[src/pkg/seq_map.svh]
// constants for the instruction sequencer and flag logic
`ifndef SEQ_MAP_SVH
`define SEQ_MAP_SVH

// clock and machine cycle
`define CLK_PERIOD_NS   10
`define MC_CLOCKS       4
`define REF_MC_CLOCKS   12
`define PH_FIRST        2'h0
`define PH_LAST         2'h3

// sequencer reset value and default counter width
`define PC_RESET        16'h0000
`define PC_WIDTH_DEF    16

// cycle counts that do not follow bytes plus transfer
`define MC_MULDIV       3'h5
`define MC_DEC_DPTR     3'h2

// opcodes the flag unit or the cycle count singles out
`define OP_MUL          8'ha4
`define OP_DIV          8'h84
`define OP_DEC_DPTR     8'ha5
`define OP_CLR_C        8'hc3
`define OP_SETB_C       8'hd3
`define OP_DA           8'hd4
`define OP_RRC          8'h13
`define OP_RLC          8'h33
`define OP_CPL_C        8'hb3
`define OP_ANL_C_BIT    8'h82
`define OP_ANL_C_NBIT   8'hb0
`define OP_ORL_C_BIT    8'h72
`define OP_ORL_C_NBIT   8'ha0
`define OP_MOV_C_BIT    8'ha2

// flag write-enable bit positions
`define FW_CY           2
`define FW_OV           1
`define FW_AC           0

`endif

[src/pkg/seq_pkg.sv]
// types and opcode decode functions shared by the sequencer
`include "seq_map.svh"

package seq_pkg;

  typedef enum logic [3:0] {
    ST_IDLE    = 4'b0001,
    ST_OPCODE  = 4'b0010,
    ST_OPERAND = 4'b0100,
    ST_EXTRA   = 4'b1000
  } seq_state_type;

  typedef struct packed {
    logic cy;
    logic ov;
    logic ac;
  } flags_type;

  typedef struct packed {
    logic [7:0] acc;
    logic [7:0] src;
    logic       bit_val;
    flags_type  flags;
  } exec_ops_type;

  typedef struct packed {
    logic [7:0] opcode;
    logic [7:0] opnd1;
    logic [7:0] opnd2;
    logic [2:0] mcycles;
  } instr_type;

  // byte length of an opcode
  function automatic logic [1:0] instr_len(input logic [7:0] op);
    logic [1:0] n;
    n = 2'h1;
    case (op) inside
      8'h02, 8'h10, 8'h12, 8'h20, 8'h30, 8'h43, 8'h53, 8'h63, 8'h75,
      8'h85, 8'h90, 8'hd5, [8'hb4:8'hbf]:
        n = 2'h3;
      8'h05, 8'h15, 8'h24, 8'h25, 8'h34, 8'h35, 8'h44, 8'h45, 8'h54,
      8'h55, 8'h64, 8'h65, 8'h74, 8'h94, 8'h95, 8'hc5, 8'he5, 8'hf5,
      8'h42, 8'h52, 8'h62, 8'h72, 8'h82, 8'h92, 8'ha2, 8'hb2, 8'hc2,
      8'hd2, 8'ha0, 8'hb0, 8'h40, 8'h50, 8'h60, 8'h70, 8'h80, 8'hc0,
      8'hd0, [8'h76:8'h7f], [8'h86:8'h8f], [8'ha6:8'haf],
      [8'hd8:8'hdf]:
        n = 2'h2;
      default:
        // the whole x1 column is the short jump and the short call
        n = (op[3:0] == 4'h1) ? 2'h2 : 2'h1;
    endcase
    return n;
  endfunction

  // jumps, calls, returns and branches
  function automatic logic is_xfer(input logic [7:0] op);
    logic x;
    case (op) inside
      8'h02, 8'h10, 8'h12, 8'h20, 8'h22, 8'h30, 8'h32, 8'h40, 8'h50,
      8'h60, 8'h70, 8'h73, 8'h80, 8'hd5, [8'hb4:8'hbf], [8'hd8:8'hdf]:
        x = 1'b1;
      default:
        x = (op[3:0] == 4'h1);
    endcase
    return x;
  endfunction

  // machine cycles: one per byte, one more for a control transfer; MUL, DIV and DEC DPTR use fixed counts
  function automatic logic [2:0] mc_count(input logic [7:0] op);
    logic [2:0] m;
    case (op)
      `OP_MUL, `OP_DIV: m = `MC_MULDIV;
      `OP_DEC_DPTR:     m = `MC_DEC_DPTR;
      default:          m = {1'b0, instr_len(op)} + {2'h0, is_xfer(op)};
    endcase
    return m;
  endfunction

endpackage
[src/hdl/flag_eval.sv]
// carry, overflow and auxiliary carry evaluation per retired opcode
`include "seq_map.svh"
module flag_eval (
  input  wire logic                  mclk,
  input  wire logic                  reset_n,
  input  wire logic                  exec_go,
  input  wire logic [7:0]            opcode,
  input  seq_pkg::exec_ops_type      ops,
  output seq_pkg::flags_type         flags_q,
  output logic [2:0]                 flag_we_q,
  output logic                       flag_valid_q
);

  seq_pkg::flags_type flags_d;
  logic [2:0]         flag_we_d;
  logic [8:0]         sum9;
  logic [4:0]         nib5;
  logic [8:0]         adj9;
  logic [15:0]        prod;
  logic               cin;
  logic               cda;

  // next flag values; the untouched flags keep their incoming value
  always_comb begin
    flags_d   = ops.flags;
    flag_we_d = 3'h0;
    cin  = (opcode[7:4] == 4'h2) ? 1'b0 : ops.flags.cy;
    sum9 = 9'h000;
    nib5 = 5'h00;
    adj9 = 9'h000;
    cda  = 1'b0;
    prod = ops.acc * ops.src;
    case (opcode) inside
      [8'h24:8'h2f], [8'h34:8'h3f], [8'h94:8'h9f]: begin
        if (opcode[7:4] == 4'h9) begin
          sum9 = {1'b0, ops.acc} - {1'b0, ops.src} - {8'h00, cin};
          nib5 = {1'b0, ops.acc[3:0]} - {1'b0, ops.src[3:0]} - {4'h0, cin};
          flags_d.ov = (ops.acc[7] != ops.src[7]) &&
                       (sum9[7] != ops.acc[7]);
        end else begin
          sum9 = {1'b0, ops.acc} + {1'b0, ops.src} + {8'h00, cin};
          nib5 = {1'b0, ops.acc[3:0]} + {1'b0, ops.src[3:0]} + {4'h0, cin};
          flags_d.ov = (ops.acc[7] == ops.src[7]) &&
                       (sum9[7] != ops.acc[7]);
        end
        flags_d.cy = sum9[8];                                 // [RQ6]
        flags_d.ac = nib5[4];
        flag_we_d  = 3'h7;
      end
      `OP_MUL, `OP_DIV: begin
        flags_d.cy = 1'b0;                                    // [RQ6]
        flags_d.ov = (opcode == `OP_MUL) ? (prod[15:8] != 8'h00)
                                         : (ops.src == 8'h00);
        flag_we_d  = 3'h6;
      end
      `OP_CLR_C, `OP_SETB_C: begin
        flags_d.cy = (opcode == `OP_SETB_C);                  // [RQ6]
        flag_we_d  = 3'h4;
      end
      `OP_DA: begin
        // two-step decimal adjust; a carry out of either step sets cy
        adj9 = {1'b0, ops.acc} +
               (((ops.acc[3:0] > 4'h9) || ops.flags.ac) ? 9'h006 : 9'h000);
        cda  = ops.flags.cy | adj9[8];
        if ((adj9[7:4] > 4'h9) || cda)
          adj9 = {1'b0, adj9[7:0]} + 9'h060;
        flags_d.cy = cda | adj9[8];                           // [RQ7]
        flag_we_d  = 3'h4;
      end
      `OP_RRC, `OP_RLC, `OP_CPL_C, `OP_ANL_C_BIT, `OP_ANL_C_NBIT,
      `OP_ORL_C_BIT, `OP_ORL_C_NBIT, `OP_MOV_C_BIT, [8'hb4:8'hbf]: begin
        case (opcode)
          `OP_RRC:        flags_d.cy = ops.acc[0];
          `OP_RLC:        flags_d.cy = ops.acc[7];
          `OP_CPL_C:      flags_d.cy = ~ops.flags.cy;
          `OP_ANL_C_BIT:  flags_d.cy = ops.flags.cy & ops.bit_val;
          `OP_ANL_C_NBIT: flags_d.cy = ops.flags.cy & ~ops.bit_val;
          `OP_ORL_C_BIT:  flags_d.cy = ops.flags.cy | ops.bit_val;
          `OP_ORL_C_NBIT: flags_d.cy = ops.flags.cy | ~ops.bit_val;
          `OP_MOV_C_BIT:  flags_d.cy = ops.bit_val;
          default:        flags_d.cy = (ops.acc < ops.src);  // compare
        endcase
        flag_we_d = 3'h4;                                     // [RQ7]
      end
      default: flag_we_d = 3'h0;
    endcase
  end

  // results latch only when an instruction retires
  always_ff @(posedge mclk or negedge reset_n) begin
    if (!reset_n) begin
      flags_q      <= '0;
      flag_we_q    <= 3'h0;
      flag_valid_q <= 1'b0;
    end else begin
      flags_q      <= exec_go ? flags_d : flags_q;
      flag_we_q    <= exec_go ? flag_we_d : 3'h0;
      flag_valid_q <= exec_go;
    end
  end

endmodule

[src/hdl/instr_seq.sv]
// four-clock machine-cycle instruction sequencer with flag hand-off
`include "seq_map.svh"

// What this block does
// [RQ1] run every standard opcode with unchanged results
// [RQ2] machine cycle is exactly four clocks
// [RQ3] at most one code fetch per machine cycle
// [RQ4] one machine cycle per instruction byte
// [RQ5] jumps and calls take one extra cycle
// [RQ6] add/subtract, multiply/divide, set/clear carry flags
// [RQ7] listed carry-only opcodes leave ov, ac alone
// [RQ8] cycle counts follow the timing table
// [RQ9] unlisted opcodes: bytes plus transfer cycle
module instr_seq #(
  parameter int PC_WIDTH = `PC_WIDTH_DEF
) (
  input  wire logic                  mclk,
  input  wire logic                  reset_n,
  input  wire logic [7:0]            code_data,
  input  wire logic                  branch_take,
  input  wire logic [PC_WIDTH-1:0]   branch_target,
  input  seq_pkg::exec_ops_type      exec_ops,
  output logic                       code_rd_q,
  output logic [PC_WIDTH-1:0]        code_addr_q,
  output logic [1:0]                 phase_q,
  output logic                       done_q,
  output seq_pkg::instr_type         instr_q,
  output seq_pkg::flags_type         flags_q,
  output logic [2:0]                 flag_we_q,
  output logic                       flag_valid_q
);

  // a narrower counter cannot hold the reset vector or wrap correctly
  if (PC_WIDTH < 8 || PC_WIDTH > 16) begin : g_width_check
    $error("instr_seq: PC_WIDTH must lie between 8 and 16");
  end

  //////////////////////////////////////////////////////////////////////////
  // sequencer state

  seq_pkg::seq_state_type  state_q, state_d;
  logic [1:0]              phase_d;
  logic [PC_WIDTH-1:0]     pc_q, pc_d;
  logic [PC_WIDTH-1:0]     code_addr_d;
  logic                    code_rd_d;
  logic [7:0]              op_q, op_d;
  logic [7:0]              opnd1_q, opnd1_d;
  logic [7:0]              opnd2_q, opnd2_d;
  logic                    got1_q, got1_d;
  logic [1:0]              bytes_left_q, bytes_left_d;
  logic [2:0]              mc_left_q, mc_left_d;
  logic [2:0]              mc_total_q, mc_total_d;
  logic                    xfer_q, xfer_d;
  logic                    done_d;
  seq_pkg::instr_type      instr_d;
  logic [1:0]              len_new;
  logic [2:0]              mc_new;
  logic                    last_phase;

  assign last_phase = (phase_q == `PH_LAST);
  assign len_new    = seq_pkg::instr_len(code_data);         // [RQ4]
  assign mc_new     = seq_pkg::mc_count(code_data);          // [RQ8]

  // next state: every decision falls on the last clock of a machine
  // cycle, so a fetch can only start on phase zero
  always_comb begin
    state_d      = state_q;
    phase_d      = phase_q + 2'h1;                           // [RQ2]
    pc_d         = pc_q;
    op_d         = op_q;
    opnd1_d      = opnd1_q;
    opnd2_d      = opnd2_q;
    got1_d       = got1_q;
    bytes_left_d = bytes_left_q;
    mc_left_d    = mc_left_q;
    mc_total_d   = mc_total_q;
    xfer_d       = xfer_q;
    done_d       = 1'b0;
    if (last_phase) begin
      case (state_q)
        seq_pkg::ST_IDLE: begin
          state_d = seq_pkg::ST_OPCODE;
        end
        seq_pkg::ST_OPCODE: begin
          op_d         = code_data;
          pc_d         = pc_q + {{(PC_WIDTH-1){1'b0}}, 1'b1};
          got1_d       = 1'b0;
          bytes_left_d = len_new - 2'h1;
          mc_left_d    = mc_new - 3'h1;
          mc_total_d   = mc_new;                             // [RQ9]
          xfer_d       = seq_pkg::is_xfer(code_data);
          if (mc_new == 3'h1)
            done_d = 1'b1;                                    // [RQ8]
          else if (len_new != 2'h1)
            state_d = seq_pkg::ST_OPERAND;
          else
            state_d = seq_pkg::ST_EXTRA;
        end
        seq_pkg::ST_OPERAND: begin
          // operand bytes land in order: first byte, then second
          if (got1_q)
            opnd2_d = code_data;
          else
            opnd1_d = code_data;
          got1_d       = 1'b1;
          pc_d         = pc_q + {{(PC_WIDTH-1){1'b0}}, 1'b1};
          bytes_left_d = bytes_left_q - 2'h1;
          mc_left_d    = mc_left_q - 3'h1;                   // [RQ4]
          if (mc_left_q == 3'h1) begin
            done_d  = 1'b1;
            state_d = seq_pkg::ST_OPCODE;
          end else if (bytes_left_q == 2'h1) begin
            state_d = seq_pkg::ST_EXTRA;
          end
        end
        seq_pkg::ST_EXTRA: begin
          // no fetch here; on the last such cycle a taken transfer loads branch_target
          mc_left_d = mc_left_q - 3'h1;
          if (mc_left_q == 3'h1) begin
            done_d  = 1'b1;
            state_d = seq_pkg::ST_OPCODE;
            if (xfer_q && branch_take)
              pc_d = branch_target;                          // [RQ5]
          end
        end
        default: begin
          state_d = seq_pkg::ST_IDLE;
        end
      endcase
    end
  end

  // fetch strobe for the coming phase zero, at most one per machine cycle
  always_comb begin
    code_rd_d   = last_phase &&
                  ((state_d == seq_pkg::ST_OPCODE) ||
                   (state_d == seq_pkg::ST_OPERAND));        // [RQ3]
    code_addr_d = code_rd_d ? pc_d : code_addr_q;
  end

  // retired instruction record; built from next values so a one-cycle
  // opcode reports the byte fetched in this very cycle
  always_comb begin
    instr_d = instr_q;
    if (done_d) begin
      instr_d.opcode  = op_d;
      instr_d.opnd1   = opnd1_d;
      instr_d.opnd2   = opnd2_d;
      instr_d.mcycles = mc_total_d;
    end
  end

  // registers of the sequencer
  always_ff @(posedge mclk or negedge reset_n) begin
    if (!reset_n) begin
      state_q      <= seq_pkg::ST_IDLE;
      phase_q      <= `PH_LAST;       // first edge opens phase zero
      pc_q         <= PC_WIDTH'(`PC_RESET);
      code_addr_q  <= PC_WIDTH'(`PC_RESET);
      code_rd_q    <= 1'b0;
      op_q         <= 8'h00;
      opnd1_q      <= 8'h00;
      opnd2_q      <= 8'h00;
      got1_q       <= 1'b0;
      bytes_left_q <= 2'h0;
      mc_left_q    <= 3'h0;
      mc_total_q   <= 3'h0;
      xfer_q       <= 1'b0;
      done_q       <= 1'b0;
      instr_q      <= '0;
    end else begin
      state_q      <= state_d;
      phase_q      <= phase_d;
      pc_q         <= pc_d;
      code_addr_q  <= code_addr_d;
      code_rd_q    <= code_rd_d;
      op_q         <= op_d;
      opnd1_q      <= opnd1_d;
      opnd2_q      <= opnd2_d;
      got1_q       <= got1_d;
      bytes_left_q <= bytes_left_d;
      mc_left_q    <= mc_left_d;
      mc_total_q   <= mc_total_d;
      xfer_q       <= xfer_d;
      done_q       <= done_d;
      instr_q      <= instr_d;
    end
  end

  //////////////////////////////////////////////////////////////////////////
  // flag update for the retired opcode; the datapath presents operands
  // while done_q is high, results appear one clock later

  flag_eval u_flag_eval (
    .mclk         (mclk),
    .reset_n      (reset_n),
    .exec_go      (done_q),                                  // [RQ1]
    .opcode       (instr_q.opcode),
    .ops          (exec_ops),
    .flags_q      (flags_q),
    .flag_we_q    (flag_we_q),
    .flag_valid_q (flag_valid_q)
  );

endmodule

[config.mk]
export PLATFORM = sky130hd
export DESIGN_NAME = instr_seq
export DESIGN_NICKNAME = d
export VERILOG_FILES = /design/src/pkg/seq_pkg.sv /design/src/hdl/flag_eval.sv /design/src/hdl/instr_seq.sv
export VERILOG_INCLUDE_DIRS = /design/src /design/src/pkg
export SDC_FILE = /design/constraint.sdc
export NUM_CORES = 1
export LEC_CHECK = 0
export BUFFER_PORTS_ARGS = -buffer_cell sky130_fd_sc_hd__buf_2
export CORE_UTILIZATION = 54
export CTS_CLUSTER_SIZE = 16
export DETAILED_ROUTE_END_ITERATION = 8
export PLACE_DENSITY_LB_ADDON = 0.3
export SLEW_MARGIN = 20
export SYNTH_ARGS = -nofsm -noshare
export SYNTH_HDL_FRONTEND = slang
export SYNTH_SLANG_ARGS = --single-unit
export TNS_END_PERCENT = 100
[constraint.sdc]
create_clock -name mclk -period 2.7 [get_ports mclk]
set_input_delay 0.54 -clock mclk [delete_from_list [all_inputs] [get_ports mclk]]
set_output_delay 0.54 -clock mclk [all_outputs]
set_load 0.02 [all_outputs]
==> run_results.csv <==
group,metric,value,unit
synthesis,yosys.area.top_type,"dfrtp_1",
outcome,status,"finished with violations",
route,drt_iter0_drc,491,
synthesis,async_reset_ff_share,100,%
route,wire_per_inst,17.2,um
timing,tightest_slew,0.596,ns
timing,finalCriticalPeriod,4.24,ns
synthesis,ys_seq_area_share,32.1,%
die,die_area,0.0161,sq mm
finish,final_cells,1323,
power_and_ir_drop,swShare,40.7,%
global_routing,antenna_found_initial,0,
finish,drive_above_1_share,37.2,%
power_and_ir_drop,pwr-share-clk,16.8,%
global_routing,gr-usage-all-layers,29.0,%
finish,area_delta_synth_final,32.9,%
die,coreArea,0.0152,sq mm
power_and_ir_drop,p_per_area,707,mW/mm^2
finish,diodes,0,
global_routing,grt_pass1_wl,36700,um
synthesis,synthTopCellsByArea,"dfrtp_1 (31%), ha_1 (10%), fa_1 (8.8%), mux2_2 (8.1%), inv_1 (4.4%)",
power_and_ir_drop,power.total,7.92,mW
worst_setup_path,worstPathRequired,2.93,ns
synthesis,netlist_instances,882,
timing,fin_ws,-1.54,ns
route,vias_per_cell,5.74,
synthesis,synthFlopType,"dfrtp_1",
timing,rsz0062_at_grt,"true",
route,vias,7590,
timing,max_freq,0.236,GHz
synthesis,yosys_warnings,0,
clock_network,ctsHoldBuffers,0,
worst_setup_path,cp-start-kind,"input port",
timing,skew,0.0132,ns
route,wl_met2,10800,um
worst_setup_path,cpMostUsedCell,"fa_1",
timing,slew_viol_final,0,
power_and_ir_drop,p_seq_share,31.3,%
power_and_ir_drop,switching_power,3.22,mW
power_and_ir_drop,p_int,4.70,mW
timing,slew_headroom,60.3,%
worst_setup_path,critical_path.top_delay_family,"adder cells",
place,port_buffers,100,
worst_setup_path,worstPathMaxFanout,7,
route,drt_pass1_iterations,5,
die,ios,101,
route,antenna_left,0,
synthesis,synth_cell_types,85,
worst_setup_path,crit_slowest_cell,"fa_1",
route,drcViolationCount,0,
die,die_w,127,um
place,routabilityCongestion,1.03,
clock_network,clkSinkCount,108,
synthesis,synth-seq-cells,108,
outcome,violations,"negative setup slack",
power_and_ir_drop,p_leak,5.40,nW
worst_setup_path,crit_arrival,4.47,ns
worst_setup_path,critPathMaxStageDelay,0.53,ns
route,wl,22800,um
worst_hold_path,hold_class,"in2async",
synthesis,synth_nets,1036,
place,dp.cells,1282,
finish,final_nets,1284,
worst_setup_path,critical_path.endpoint_type,"flip-flop",
worst_setup_path,worstPathCellList,"buf_2, ha_2, fa_1, inv_1, fa_1, fa_1, fa_1, inv_2, ha_4, and3_4, o21ai_1, o211ai_1, buf_4, a211oi_2, a311oi_1, o41ai_2, a31oi_1",
timing,fin_crit_sh,157,%
route,m1WireLength,10500,um
die,rows,45,
route,topRoutingLayerUsed,"met4",
global_routing,overflow,0,
worst_setup_path,worst-path-buf-inv,4,
power_and_ir_drop,ir_drop,712,uV
worst_setup_path,critPathKind,"in2reg",
die,initial_utilization,55.5,%
global_routing,grt_pass1_vias,7312,
power_and_ir_drop,comb_power_share,51.8,%
global_routing,grt_max_degree,51,
synthesis,synth.cell_area,0.00843,sq mm
clock_network,htree_num_levels,3,
clock_network,cts_buffers,9,
run,maxCapViolCount,0,
timing,hold_viol_final,0,
clock_network,cts_root_buf,"clkbuf_16",
place,hpwl,16400,um
synthesis,synth_top_area_share,31.2,%
clock_network,clk_path_buf_depth,2,
die,die_h,127,um
timing,setup_viol,49,
clock_network,clkLatencyLatePin,0.36,ns
route,wl_met3,1240,um
synthesis,avgSynthCellArea,9.56,sq um
clock_network,cts_tree,"built",
synthesis,synth_edf_count,0,
clock_network,clkTransAtPathRegs,0.08,ns
[final cells by class]
cell class / count / area [sq um]
Clock buffer: 9 / 225
Clock inverter: 7 / 87.6
Fill cell: 1052 / 4000
Inverter: 103 / 419
Multi-Input combinational cell: 640 / 5530
Sequential cell: 108 / 2710
Tap cell: 188 / 235
Timing Repair Buffer: 268 / 1990
[metrics by stage]
step                setup TNS [ns]  instance area, sq um  setup slack [ns]  hold slack (ns)  utilization, %
floorplan                   -28.77                  8650             -1.46            0.244               -
global placement            -37.04                 10300             -1.85            0.431            67.8
finish                      -22.38                 11200             -1.54            0.182            73.7
CTS                         -21.73                 11000             -1.52            0.200            72.7
detailed placement          -37.36                 10300             -1.91            0.435            67.8
global route                -28.22                 11200             -1.72            0.228            73.7
[registers in the layout, indices dropped and copies added, names as in the netlist, 2 cells and up]
register and flops:
op_q 8, mc_left_q 3, phase_q 2, instr_q 27, opnd1_q 8, pc_q 16
u_flag_eval.flags_q 3, u_flag_eval.flag_we_q 3, bytes_left_q 2, state_q 4, code_addr_q 16, opnd2_q 8
mc_total_q 3
[power by group through the flow]
stage | sequential [mW] | clock [mW] | combinational, mW
2_1_floorplan | 2.73 | 0 | 2.23
3_3_place_gp | 2.46 | 0 | 3.67
3_5_place_dp | 2.49 | 0 | 3.75
4_1_cts | 2.47 | 1.36 | 3.95
5_1_grt | 2.54 | 1.42 | 4.50
6_report | 2.48 | 1.33 | 4.10
[routing by layer]
metal | track usage, % | vias up
met2 | 47.1 | 248
li1 | - | 3593
met5 | 0 | -
met3 | 5.40 | 21
met4 | 6.37 | 0
met1 | 40.6 | 3728
[worst reg2reg max path, stage by stage (launching register included)]
cell and delay (ns):
dfrtp_1 0.38, nand2b_1 0.15, o31ai_2 0.27, inv_1 0.10
fa_1 0.36, nor2b_1 0.13, o21bai_1 0.16, a31oi_1 0.11
o221ai_1 0.30, nand3b_1 0.11, a311o_1 0.40, a31oi_1 0.18
[worst paths after layout]
kind | startpoint | to | slack, ns | cells past startpoint
worst max register to register | instr_q[23]$_DFFE_PN0P_ | u_flag_eval.flags_q[1]$_DFFE_PN0P_ | -0.03 | 11
worst min register to register | phase_q[0]$_DFF_PN1_ | phase_q[0]$_DFF_PN1_ | 0.45 | 1
worst min-delay path | reset_n | code_addr_q[3]$_DFFE_PN0P_ | 0.18 | 1
worst max-delay path | exec_ops[8] | u_flag_eval.flags_q[1]$_DFFE_PN0P_ | -1.54 | 17
max in group asynchronous | reset_n | phase_q[0]$_DFF_PN1_ | 1.81 | 2
min in group mclk | phase_q[0]$_DFF_PN1_ | phase_q[0]$_DFF_PN1_ | 0.45 | 1
[placed cells by master (no fill, tap or decap), types with 5 or more instances in the layout]
cell type  netlist  layout
nand3_1         17      17
a21oi_1         43      41
nor4_1           7       7
nor3_1          19      18
ha_4             0       7
mux2i_1          6       6
ha_1            70      62
or3_1            8       8
o21ai_0         50      45
and2_1           6       6
nor2b_1         11       9
xor2_1           6       6
buf_2           10      93
xnor2_1          6       6
buf_4            3     148
clkbuf_16        0      10
mux2_4           8      36
inv_1           99      87
a22oi_1          5       5
nand2_1         76      75
fa_1            37      36
nand3b_1         7       7
a31oi_1          7       7
o21ai_1          1       5
a22o_1           5       5
o31ai_1          9       8
inv_2            3      11
nand4_1          7       7
buf_6            3      16
o22ai_1          6       5
mux2_2          61      33
dfrtp_1        105     105
nor2_1          73      69
[repair_timing]
action	4_1_cts	5_1_grt
endpoints found under the setup margin	50	52
gates cloned	5	1
resized for setup	47	25
buffers inserted	11	10
pin swaps	12	4
[synth_stat cells (9+ instances only)]
master and instances:
nor3_1 19, o21ai_0 50, nor2b_1 11, nand2_1 76, inv_1 99, nand3_1 17
a21oi_1 43, clkbuf_1 15, nor2_1 73, fa_1 37, mux2_2 61, o31ai_1 9
buf_2 10, ha_1 70, dfrtp_1 105
[cell families (layout without fill, tap and decap cells)]
logic type	Yosys count	count (layout)	share of synthesized area, %
flip-flops	108	108	32.1
multiplexers	75	75	10.3
AO/OA/AOI/OAI	178	178	14.1
buffers and inverters	134	387	6.51
AND/OR/NAND/NOR	268	268	16.6
adder cells (fa/ha/maj)	107	107	19.2
XOR/XNOR	12	12	1.25
(Power assumes the default switching activity.)
